[src/hw/scs_pkg.sv]
// Constants, field layouts and carrier types for the system clock selector
package scs_pkg;
    localparam int DW = 16;
    localparam int AW = 3;

    // Register indices on the plain register port
    localparam logic [AW-1:0] A_CLK_DIV = 3'h0;
    localparam logic [AW-1:0] A_FB_DIV = 3'h1;
    localparam logic [AW-1:0] A_TRIM = 3'h2;
    localparam logic [AW-1:0] A_CTRL = 3'h3;

    // Field positions
    localparam int F_PLL_PRE = 0;
    localparam int F_PLL_POST = 6;
    localparam int F_FAST_POST = 8;
    localparam int F_CUR_SEL = 0;
    localparam int F_REQ_SEL = 4;
    localparam int F_REQ = 8;
    localparam int F_PRI_MODE = 9;
    localparam int F_BUSY = 12;

    // Oscillator selection codes
    localparam logic [2:0] SEL_FAST = 3'h0;
    localparam logic [2:0] SEL_FAST_PLL = 3'h1;
    localparam logic [2:0] SEL_PRI = 3'h2;
    localparam logic [2:0] SEL_PRI_PLL = 3'h3;
    localparam logic [2:0] SEL_SEC = 3'h4;
    localparam logic [2:0] SEL_SLOW = 3'h5;
    localparam logic [2:0] SEL_FAST_16 = 3'h6;
    localparam logic [2:0] SEL_FAST_DIVN = 3'h7;

    // Primary oscillator modes
    localparam logic [1:0] PM_EXT = 2'h0;
    localparam logic [1:0] PM_XTAL = 2'h1;
    localparam logic [1:0] PM_FAST_XTAL = 2'h2;
    localparam logic [1:0] PM_OFF = 2'h3;

    // Reset values
    localparam logic [2:0] RST_FAST_POST = 3'h0;
    localparam logic [1:0] RST_PLL_POST = 2'h1;
    localparam logic [4:0] RST_PLL_PRE = 5'h00;
    localparam logic [8:0] RST_PLL_MULT = 9'h030;
    localparam logic [5:0] RST_TRIM = 6'h00;

    // Divider figures
    localparam logic [8:0] FAST_DIV_BASE = 9'h002;
    localparam logic [8:0] FAST_DIV_16 = 9'h010;
    localparam logic [5:0] PLL_PRE_OFS = 6'h02;
    localparam logic [9:0] PLL_MULT_OFS = 10'h002;
    localparam logic [3:0] POST_DIV_2 = 4'h2;
    localparam logic [3:0] POST_DIV_4 = 4'h4;
    localparam logic [3:0] POST_DIV_8 = 4'h8;
    localparam logic [1:0] INSTR_DIV = 2'h2;

    typedef struct packed {
        logic [2:0] fast_post;
        logic [1:0] pll_post;
        logic [4:0] pll_pre;
    } scs_clk_div_t;

    typedef struct packed {
        logic [2:0] osc_sel;
        logic [1:0] pri_mode;
        logic blank;
    } scs_cfg_t;

    typedef enum logic [1:0] {SW_RUN, SW_DRAIN, SW_ARM} scs_sw_t;
endpackage

[src/hw/scs_divider.sv]
// Edge-counting divider for a level clock sampled on the system clock
module scs_divider #(
    parameter int W = 4
) (
    input wire logic clk,
    input wire logic nrst,
    input wire logic ce,
    input wire logic src,
    input wire logic [W-1:0] divisor,
    output logic out
);
    logic prev;
    logic [W-1:0] cnt;
    logic [W-1:0] next_cnt;
    logic edge_seen;

    assign edge_seen = src & ~prev;

    always_comb begin
        if (cnt >= divisor - W'(1)) begin
            next_cnt = '0;
        end else begin
            next_cnt = cnt + W'(1);
        end
    end

    // Count source rising edges, high for the first half of each period
    always_ff @(posedge clk or negedge nrst) begin
        if (!nrst) begin
            prev <= 1'b0;
            cnt <= '0;
            out <= 1'b0;
        end else if (ce) begin
            prev <= src;
            if (edge_seen) begin
                cnt <= next_cnt;
                out <= next_cnt < (divisor >> 1);
            end
        end
    end
endmodule

[src/hw/scs_clock_select.sv]
// System clock source selection, dividers and register port
//
// What this block does
// - Offer eight clock sources: RC, RC+PLL, primary, primary+PLL, secondary, slow RC, RC/16, RC/N
// - Fast RC runs nominally at 7.37 MHz; software tunes it
// - Fast RC divided by 2 to 256, field at divisor bits 10:8
// - Primary runs crystal, high-speed crystal or external clock modes
// - Low-power RC runs at 32.768 kHz and feeds watchdog and monitor
// - Only fast RC and primary may pass through the PLL
// - Fast RC frequency follows the trim register value
// - At power-on, source comes from stored select and primary mode fields
// - Unprogrammed configuration selects the fast RC
// - Configuration fields encode twelve power-on clock modes
// - Selected clock halved gives instruction and peripheral clocks
// - Instruction clock supports up to 40 MHz
// - PLL prescaler divides by 2 to 33 from a five-bit field
// - PLL feedback multiplier comes from a nine-bit field
// - PLL postscaler divides by 2, 4 or 8 from bits 7:6
// - Trim is six-bit two's complement, zero is centre, 0.375 percent steps
//
// The implementer's own choices: the address-and-strobe port and the address map.
module scs_clock_select (
    input wire logic CLK,
    input wire logic NRST,
    input wire logic CE,
    input wire logic [scs_pkg::AW-1:0] ADDR,
    input wire logic [scs_pkg::DW-1:0] WDATA,
    input wire logic WR,
    input wire logic RD,
    output logic [scs_pkg::DW-1:0] RDATA,
    input wire scs_pkg::scs_cfg_t CFG,
    input wire logic FAST_OSC,
    input wire logic PRI_OSC,
    input wire logic SEC_OSC,
    input wire logic SLOW_OSC,
    input wire logic PLL_VCO,
    output logic PLL_REF,
    output logic PLL_FB,
    output logic [5:0] FAST_TRIM,
    output logic [1:0] PRI_MODE,
    output logic SLOW_REF,
    output logic SYS_CLK,
    output logic INSTR_CLK,
    output logic PERIPH_CLK
);
    scs_pkg::scs_clk_div_t clk_div;
    scs_pkg::scs_sw_t state;
    logic [8:0] pll_mult;
    logic [5:0] trim;
    logic cfg_loaded;
    logic [2:0] cur_sel;
    logic [2:0] req_sel;
    logic [2:0] tgt_sel;
    logic [2:0] cfg_sel;
    logic [1:0] pri_mode;
    logic switch_pend;
    logic sw_done;
    logic ctrl_wr;
    logic sel_level;
    logic sys_clk;
    logic instr_clk;
    logic pll_src;
    logic pll_out;
    logic fast_div_out;
    logic [8:0] fast_divisor;
    logic [5:0] pre_divisor;
    logic [9:0] fb_divisor;
    logic [3:0] post_divisor;

    // Primary selection with the primary disabled falls back to fast RC
    function automatic logic [2:0] eff_sel(input logic [2:0] sel, input logic [1:0] mode);
        if ((sel == scs_pkg::SEL_PRI || sel == scs_pkg::SEL_PRI_PLL) && mode == scs_pkg::PM_OFF) begin
            eff_sel = scs_pkg::SEL_FAST;
        end else begin
            eff_sel = sel;
        end
    endfunction

    function automatic logic [3:0] post_div(input logic [1:0] code);
        unique case (code)
            2'h0: post_div = scs_pkg::POST_DIV_2;
            2'h1: post_div = scs_pkg::POST_DIV_4;
            2'h2: post_div = scs_pkg::POST_DIV_4;
            2'h3: post_div = scs_pkg::POST_DIV_8;
        endcase
    endfunction

    assign cfg_sel = CFG.blank ? scs_pkg::SEL_FAST : eff_sel(CFG.osc_sel, CFG.pri_mode);
    assign ctrl_wr = WR && ADDR == scs_pkg::A_CTRL && WDATA[scs_pkg::F_REQ];
    assign tgt_sel = (state == scs_pkg::SW_ARM) ? req_sel : cur_sel;
    assign sw_done = (state == scs_pkg::SW_ARM && !sel_level)
        || (state == scs_pkg::SW_RUN && switch_pend && req_sel == cur_sel);

    // Power-on source latched once after reset release
    always_ff @(posedge CLK or negedge NRST) begin
        if (!NRST) begin
            cfg_loaded <= 1'b0;
            pri_mode <= scs_pkg::PM_OFF;
        end else if (CE && !cfg_loaded) begin
            cfg_loaded <= 1'b1;
            pri_mode <= CFG.pri_mode;
        end
    end

    // Register writes
    always_ff @(posedge CLK or negedge NRST) begin
        if (!NRST) begin
            clk_div.fast_post <= scs_pkg::RST_FAST_POST;
            clk_div.pll_post <= scs_pkg::RST_PLL_POST;
            clk_div.pll_pre <= scs_pkg::RST_PLL_PRE;
            pll_mult <= scs_pkg::RST_PLL_MULT;
            trim <= scs_pkg::RST_TRIM;
        end else if (CE && WR) begin
            unique case (ADDR)
                scs_pkg::A_CLK_DIV: begin
                    clk_div.fast_post <= WDATA[scs_pkg::F_FAST_POST +: 3];
                    clk_div.pll_post <= WDATA[scs_pkg::F_PLL_POST +: 2];
                    clk_div.pll_pre <= WDATA[scs_pkg::F_PLL_PRE +: 5];
                end
                scs_pkg::A_FB_DIV: begin
                    pll_mult <= WDATA[8:0];
                end
                scs_pkg::A_TRIM: begin
                    trim <= WDATA[5:0];
                end
                default: begin
                end
            endcase
        end
    end

    // Switch request, taken only while running; set wins over clear
    always_ff @(posedge CLK or negedge NRST) begin
        if (!NRST) begin
            switch_pend <= 1'b0;
            req_sel <= scs_pkg::SEL_FAST;
        end else if (CE) begin
            if (sw_done) begin
                switch_pend <= 1'b0;
            end
            if (ctrl_wr && state == scs_pkg::SW_RUN) begin
                switch_pend <= 1'b1;
                req_sel <= eff_sel(WDATA[scs_pkg::F_CUR_SEL +: 3], pri_mode);
            end
        end
    end

    // Register reads, data in the following cycle
    always_ff @(posedge CLK or negedge NRST) begin
        if (!NRST) begin
            RDATA <= '0;
        end else if (CE) begin
            RDATA <= '0;
            if (RD) begin
                unique case (ADDR)
                    scs_pkg::A_CLK_DIV: begin
                        RDATA[scs_pkg::F_FAST_POST +: 3] <= clk_div.fast_post;
                        RDATA[scs_pkg::F_PLL_POST +: 2] <= clk_div.pll_post;
                        RDATA[scs_pkg::F_PLL_PRE +: 5] <= clk_div.pll_pre;
                    end
                    scs_pkg::A_FB_DIV: begin
                        RDATA[8:0] <= pll_mult;
                    end
                    scs_pkg::A_TRIM: begin
                        RDATA[5:0] <= trim;
                    end
                    scs_pkg::A_CTRL: begin
                        RDATA[scs_pkg::F_CUR_SEL +: 3] <= cur_sel;
                        RDATA[scs_pkg::F_REQ_SEL +: 3] <= req_sel;
                        RDATA[scs_pkg::F_REQ] <= switch_pend;
                        RDATA[scs_pkg::F_PRI_MODE +: 2] <= pri_mode;
                        RDATA[scs_pkg::F_BUSY] <= state != scs_pkg::SW_RUN;
                    end
                    default: begin
                    end
                endcase
            end
        end
    end

    // Powers of two from divide-by-2, fixed 16 for that mode
    assign fast_divisor = (tgt_sel == scs_pkg::SEL_FAST_16) ? scs_pkg::FAST_DIV_16
        : scs_pkg::FAST_DIV_BASE << clk_div.fast_post;
    assign pre_divisor = {1'b0, clk_div.pll_pre} + scs_pkg::PLL_PRE_OFS;
    // Feedback factor from the nine-bit field
    assign fb_divisor = {1'b0, pll_mult} + scs_pkg::PLL_MULT_OFS;
    assign post_divisor = post_div(clk_div.pll_post);
    // PLL reference only from fast RC or primary
    assign pll_src = (tgt_sel == scs_pkg::SEL_FAST_PLL) ? FAST_OSC : PRI_OSC;

    scs_divider #(.W(9)) u_fast_div (
        .clk(CLK),
        .nrst(NRST),
        .ce(CE),
        .src(FAST_OSC),
        .divisor(fast_divisor),
        .out(fast_div_out)
    );

    // Reference prescaler toward the phase detector
    scs_divider #(.W(6)) u_pll_pre (
        .clk(CLK),
        .nrst(NRST),
        .ce(CE),
        .src(pll_src),
        .divisor(pre_divisor),
        .out(PLL_REF)
    );

    scs_divider #(.W(10)) u_pll_fb (
        .clk(CLK),
        .nrst(NRST),
        .ce(CE),
        .src(PLL_VCO),
        .divisor(fb_divisor),
        .out(PLL_FB)
    );

    scs_divider #(.W(4)) u_pll_post (
        .clk(CLK),
        .nrst(NRST),
        .ce(CE),
        .src(PLL_VCO),
        .divisor(post_divisor),
        .out(pll_out)
    );

    // Source mux over the eight selection codes
    always_comb begin
        unique case (tgt_sel)
            scs_pkg::SEL_FAST: sel_level = FAST_OSC;
            scs_pkg::SEL_FAST_PLL: sel_level = pll_out;
            scs_pkg::SEL_PRI: sel_level = PRI_OSC;
            scs_pkg::SEL_PRI_PLL: sel_level = pll_out;
            scs_pkg::SEL_SEC: sel_level = SEC_OSC;
            scs_pkg::SEL_SLOW: sel_level = SLOW_OSC;
            scs_pkg::SEL_FAST_16: sel_level = fast_div_out;
            scs_pkg::SEL_FAST_DIVN: sel_level = fast_div_out;
        endcase
    end

    // Drain old clock low, hold low, start on new low phase
    always_ff @(posedge CLK or negedge NRST) begin
        if (!NRST) begin
            state <= scs_pkg::SW_RUN;
            cur_sel <= scs_pkg::SEL_FAST;
            sys_clk <= 1'b0;
        end else if (CE) begin
            if (!cfg_loaded) begin
                cur_sel <= cfg_sel;
                sys_clk <= 1'b0;
            end else begin
                unique case (state)
                    scs_pkg::SW_RUN: begin
                        sys_clk <= sel_level;
                        if (switch_pend && req_sel != cur_sel) begin
                            state <= scs_pkg::SW_DRAIN;
                        end
                    end
                    scs_pkg::SW_DRAIN: begin
                        sys_clk <= sel_level;
                        if (!sel_level) begin
                            state <= scs_pkg::SW_ARM;
                        end
                    end
                    scs_pkg::SW_ARM: begin
                        sys_clk <= 1'b0;
                        if (!sel_level) begin
                            cur_sel <= req_sel;
                            state <= scs_pkg::SW_RUN;
                        end
                    end
                endcase
            end
        end
    end

    // Halve the system clock, up to 40 MHz
    scs_divider #(.W(2)) u_instr (
        .clk(CLK),
        .nrst(NRST),
        .ce(CE),
        .src(sys_clk),
        .divisor(scs_pkg::INSTR_DIV),
        .out(instr_clk)
    );

    // Pad-side and reference outputs
    always_ff @(posedge CLK or negedge NRST) begin
        if (!NRST) begin
            SLOW_REF <= 1'b0;
        end else if (CE) begin
            // Low-power RC as watchdog and monitor reference
            SLOW_REF <= SLOW_OSC;
        end
    end

    // Trim drives the oscillator, sets its frequency
    assign FAST_TRIM = trim;
    assign PRI_MODE = pri_mode;
    assign SYS_CLK = sys_clk;
    assign INSTR_CLK = instr_clk;
    assign PERIPH_CLK = instr_clk;
endmodule

[config.mk]
export PLATFORM = sky130hd
export DESIGN_NAME = scs_clock_select
export DESIGN_NICKNAME = d
export VERILOG_FILES = /design/src/hw/scs_pkg.sv /design/src/hw/scs_divider.sv /design/src/hw/scs_clock_select.sv
export SDC_FILE = /design/constraint.sdc
export NUM_CORES = 1
export LEC_CHECK = 0
export ABC_CLOCK_PERIOD_IN_PS = 8210
export BUFFER_PORTS_ARGS = -buffer_cell sky130_fd_sc_hd__buf_4
export CAP_MARGIN = 5
export CORE_MARGIN = 2
export CORE_UTILIZATION = 40
export CTS_CLUSTER_SIZE = 16
export DETAILED_ROUTE_END_ITERATION = 16
export PLACE_DENSITY_LB_ADDON = 0.2
export SKIP_LAST_GASP = 1
export SYNTH_ARGS = -nofsm -noshare
export SYNTH_HDL_FRONTEND = slang
export SYNTH_SLANG_ARGS = --single-unit
[constraint.sdc]
create_clock -name CLK -period 8.21 [get_ports CLK]
set_clock_uncertainty 0.15 [all_clocks]
set_input_delay 1.2315 -clock CLK [delete_from_list [all_inputs] [get_ports CLK]]
set_output_delay 1.2315 -clock CLK [all_outputs]
set_load 0.02 [all_outputs]
Word-level counts from Yosys, hierarchy flattened
Index checks and enable logic that the tools add are counted.

storage, ports and cells
  word-level logic and storage cells = 158
  input bits = 35
  flip-flop bits (word level) = 91
  output and inout port bits = 30

cells by class
  $add $sub $neg = 11
  reduce and logical (&&, ||, !) cells = 37
  mux-type cells = 35
  magnitude comparators = 10
  shift operators = 1
  bitwise gates (word level) = 8
  equality and inequality tests = 28

operators by type and width
  cell                   count
  $eq 3x2->1 const B     8
  $mux 3                 7
  $mux 9                 2
  $reduce_and 2->1       9
  $eq 3x3->1 const B     4
  $pmux 1 s3             4
  $pmux 3 s4             1
  $pmux 4 s3             1
  $logic_and 1x1->1      11
  $mux 11                1
  $add 10x1->10 const B  1
  $add 9x2->10 const B   1
  $eq 2x2->1 const B     5
  $ge 10x10->1           1
  $lt 10x9->1            1
  $mux 10                1
  $sub 10x1->10 const B  1
  $add 9x1->9 const B    1
  $ge 9x9->1             1
  $lt 9x8->1             1
  $shl 2x3->9 const A    1
  $sub 9x1->9 const B    1
  $mux 2                 4
  $reduce_or 2->1        4
  35 further kinds       58

Logic depth before layout (Yosys ltp)
  word-level depth = 10
  gate-level depth with buffers = 22
  gate-level depth less buffers = 21

By module
A second synthesis with hierarchy kept.

unflattened totals
  cells, all modules = 741
  area total of the unflattened synthesis = 6894.1 sq um

by module, submodules not included
  module                     instances  area each (sq um)  seq. area each (sq um)  cells each
  scs_clock_select           1          2899.0             1282.5                  270
  scs_divider at u_pll_fb    1          1302.5             300.3                   165
  scs_divider at u_fast_div  1          1169.9             275.3                   142
  scs_divider at u_pll_pre   1          743.2              200.2                   85
  scs_divider at u_pll_post  1          514.2              150.1                   57
  scs_divider at u_instr     1          265.3              100.1                   22

Least setup slack after synthesis
Ideal clock, no wire load.

  path kind = reg2reg
  start point = register state[0]
  end point = register u_fast_div.out
  period minus slack after synthesis = 4.819 ns
  path buffers = 1
  required time = 7.978 ns
  slack = 3.391 ns
  setup time = 0.082 ns
  stages on the path, launching flop included = 22
  data arrival time = 4.587 ns
  path through = dfrtp_1 inv_1 ha_1 mux2i_2 nor3b_2 or4_4 ha_1 nor3_1 a21oi_1 o21ai_0 nand2_1 ha_1 nand4_1 o221ai_1 clkbuf_1 nor2_1 ha_1 a21o_1 a21o_1 a221oi_2 o21ai_1 a22oi_2

between the ends
  longest elaborated chain between the ends = 8

ends and longest elaborated chain
  what                        RTL line                 RTL
  from (decl)                 scs_clock_select.sv:47   scs_pkg::scs_sw_t state;
  from (signal assigned)      scs_clock_select.sv:245  state <= scs_pkg::SW_RUN;
  from (signal assigned)      scs_clock_select.sv:257  state <= scs_pkg::SW_DRAIN;
  from (signal assigned)      scs_clock_select.sv:263  state <= scs_pkg::SW_ARM;
  $eq 2x2->1                  scs_clock_select.sv:90   assign tgt_sel = (state == scs_pkg::SW_ARM) ? req_sel : cur_sel;
  $mux 3                      scs_clock_select.sv:90
  $eq 3x3->1                  scs_clock_select.sv:182  assign fast_divisor = (tgt_sel == scs_pkg::SEL_FAST_16) ? scs_pkg::FAST_DIV_16
  $mux 9                      scs_clock_select.sv:182
  $sub 9x1->9                 scs_divider.sv:20        if (cnt >= divisor - W'(1)) begin
  $ge 9x9->1                  scs_divider.sv:20
  $mux 9                      scs_divider.sv:20
  via u_fast_div.next_cnt[2]  scs_divider.sv:14        logic [W-1:0] next_cnt;
  $lt 9x8->1                  scs_divider.sv:37        out <= next_cnt < (divisor >> 1);
  to (signal assigned)        scs_divider.sv:37
  to (decl)                   scs_divider.sv:10        output logic out

The timed path passes the listed nets, and every way through them passes these cells.
A chain may end at the register's enable or synchronous reset.

Worst setup path after layout
Ends and elaborated chain as after synthesis.

==> results.md <==
- Status: finished clean
- Cell Pwr Density: 316 nW/um^2
- Hold WS: 0.332 ns
- Pre-CTS setup slack: 3.20 ns
- Peak Freq: 198 MHz
- Wire per inst: 16.4 um
- Area Overhead vs Synth: 15.5%
- Root buf cell: clkbuf_16
- Number of global-route vias before repair: 4,972
- Largest family of logic cells by synthesized area: simple AND/OR/NAND/NOR gates
- Setup ws final: 3.17 ns
- Post CTS Setup Buffer Count: 0
- Worst-case clock buffer depth: 2
- Vias post-DR: 4,942
- Post-synth top area cell: dfrtp_1
- RSZ-0062 raised after global routing: no
- Compound-gate portion of the synthesized area: 0.152
- Most frequent cells in the layout: dfrtp_1, ha_1, buf_4, nand2_1, nand3_1
- Total congestion overflow: 0
- Initial Util: 0.411
- Clock transition at path regs: 0.06 ns
- Synth warn: 0
- Initial antenna violation count: 0
- Hold Buf Count CTS: 0
- Post-synthesis mux area share: 0.100
- Die Ht: 129 um
- Post-route minimum period: 5.04 ns
- Count of final setup violators: 0
- Setup TNS: 0 ns
- CTS Buf Count: 9
- Core area: 15,300 um^2
- PortBufs: 55
- ANT nets after route: 0
- Sink Count: 91
- Synth cell types: 69
- Most used flip-flop cell after synthesis: dfrtp_1
- Worst setup SP type: register
- Register area share after synthesis: 0.364
- Starting DRC count in detailed routing: 326
- CTS resizes: 0
- Crit path kind: register to register
- Syn_area_per_cell: 9.75 um^2
- Leak: 3.30 nW
- Final Non-Filler Cells: 905
- All-Layer GR Usage: 0.189
- Final slew viol count: 0
- Num ports: 65
- Final Hold Vio Count: 0
- Worst Hold Class: register to register
- H-tree Lvls: 3
- Clk_lat worst skew: 0.35 ns
- Synth top area cells: dfrtp_1, ha_1, mux2_2
- Drt via density: 5.46
- Synth Area in Adders: 0.134
- Hold-critical path depth: 2
- Worst-margin pin slew: 0.891 ns
- Chip width: 129 um
- CP Max Fanout: 13
- Critical Path RT: 8.33 ns
- Most common cell after layout, fill and taps aside: dfrtp_1
- Total routed wirelength: 14.9 mm
- Post-Synth Simple-Gate Area: 0.153
- DIE AREA: 16,700 um^2
- First-pass GRT wire length: 24.7 mm
- Synth Cell Area: 6270 um^2
- DR pass1 iterations: 4
- GPL Wtd Cong: 0.852
- Number of max-cap violations: 0
- Number of nets in the layout: 791
- Synth Area in XOR/XNOR: 0.0559
- Fraction of layout cells with a size suffix above 1: 0.195
- DRC violations left: 0
- Antenna diodes: 0
- Crit share post-route: 0.614
- DP HPWL: 11.2 mm
- Slew margin rel.: 0.404
- Syn Inst Count: 643
- Peak supply drop: 0.000117 V
- Largest net degree at the start of global routing: 68
- Ys async rst share: 1.00
- Dpl cells: 889
- CP endpoint kind: register
- #FFs+latches synth: 91
- WP data arrival: 5.16 ns
- Total power: 2.28 mW
- Post-synth EDFFs: 0
- Row cnt: 45
- CTS tree: yes
- Cell count of the worst reg-to-reg path: 20
- Synth top area share: 0.343
## where the power goes
| group | switching [mW] | internal [mW] | leakage [nW] | total (mW) |
|---|---|---|---|---|
| Sequential | 0.165 | 0.573 | 1.14 | 0.738 |
| Clock | 0.178 | 0.345 | 0.183 | 0.523 |
| Combinational | 0.551 | 0.473 | 1.98 | 1.02 |
## worst max-delay path, cell delays in order (launching register included)
cell	delay, ns
dfrtp_1	0.38
inv_1	0.12
ha_1	0.26
mux2i_2	0.45
nor3b_2	0.15
or4_4	0.47
ha_1	0.27
nor3_1	0.21
a21oi_1	0.06
o21ai_0	0.18
nand2_1	0.08
ha_1	0.27
nand4_1	0.09
o221ai_1	0.43
buf_4	0.29
nor2_1	0.08
ha_1	0.31
a21o_1	0.16
a211oi_1	0.21
o21ai_0	0.15
a22oi_2	0.19
## metrics by stage
stage / area, um^2 / util
5_1_grt: 7240 / 0.474
6_report: 7240 / 0.474
3_3_place_gp: 6860 / 0.450
2_1_floorplan: 6280 / -
3_5_place_dp: 6860 / 0.450
4_1_cts: 7240 / 0.474
## metal layers
| metal | wire (um) | vias to the layer above | GRT usage |
|---|---|---|---|
| met3 | 646 | 18 | 0.0363 |
| met2 | 6880 | 112 | 0.305 |
| met1 | 7060 | 2391 | 0.251 |
| li1 | - | 2421 | - |
| met4 | 296 | 0 | 0.0735 |
| met5 | 0 | - | 0 |
## cells in the mapped netlist, types with 5 or more instances
| library cell | instances |
|---|---|
| a21o_1 | 11 |
| a21oi_1 | 24 |
| a22oi_1 | 6 |
| a31oi_1 | 7 |
| buf_4 | 5 |
| clkbuf_1 | 17 |
| dfrtp_1 | 86 |
| dfstp_2 | 5 |
| ha_1 | 67 |
| inv_1 | 34 |
| mux2_2 | 37 |
| mux2i_1 | 8 |
| nand2_1 | 56 |
| nand2b_1 | 11 |
| nand3_1 | 39 |
| nor2_1 | 38 |
| nor3_1 | 8 |
| o21ai_0 | 29 |
| o2bb2ai_1 | 8 |
| o31ai_1 | 11 |
| xnor2_1 | 17 |
| xor2_1 | 23 |
## area by class of cell
class	instances	area (um^2)
multi-input combinational	494	3740
fill	1386	8020
clock inverter	4	120
clock buffer	12	256
tap	211	264
sequential	91	2280
inverter	34	128
timing repair buffer	59	443
## registers in the layout (all words and copies together), names as in the netlist, 2 cells and up
signal	cells
RDATA	12
clk_div	10
u_pll_fb.cnt	10
pll_mult	9
u_fast_div.cnt	9
FAST_TRIM	6
u_pll_pre.cnt	6
u_pll_post.cnt	4
cur_sel	3
req_sel	3
PRI_MODE	2
state	2
u_instr.cnt	2
## kinds of logic (layout without fill, tap and decap cells)
family | count (synthesis) | count (layout)
multiplexers | 52 | 52
XOR/XNOR | 40 | 40
AO/OA/AOI/OAI | 137 | 137
other | 2 | 5
buffers and inverters | 61 | 109
AND/OR/NAND/NOR | 193 | 193
flip-flops | 91 | 91
adder cells (fa/ha/maj) | 67 | 67
## path summary, 6_finish.rpt
check / start / end / slack, ns
min: u_instr.cnt[1] / u_instr.cnt[1] / 0.33
min in group asynchronous: NRST / u_pll_pre.cnt[4] / 0.63
max: state[0] / u_fast_div.out / 3.17
max in group asynchronous: NRST / clk_div[3] / 6.11
max reg2reg: state[0] / u_fast_div.out / 3.17
min reg2reg: u_instr.cnt[1] / u_instr.cnt[1] / 0.33
No activity file was read; power rests on OpenSTA's default activity.
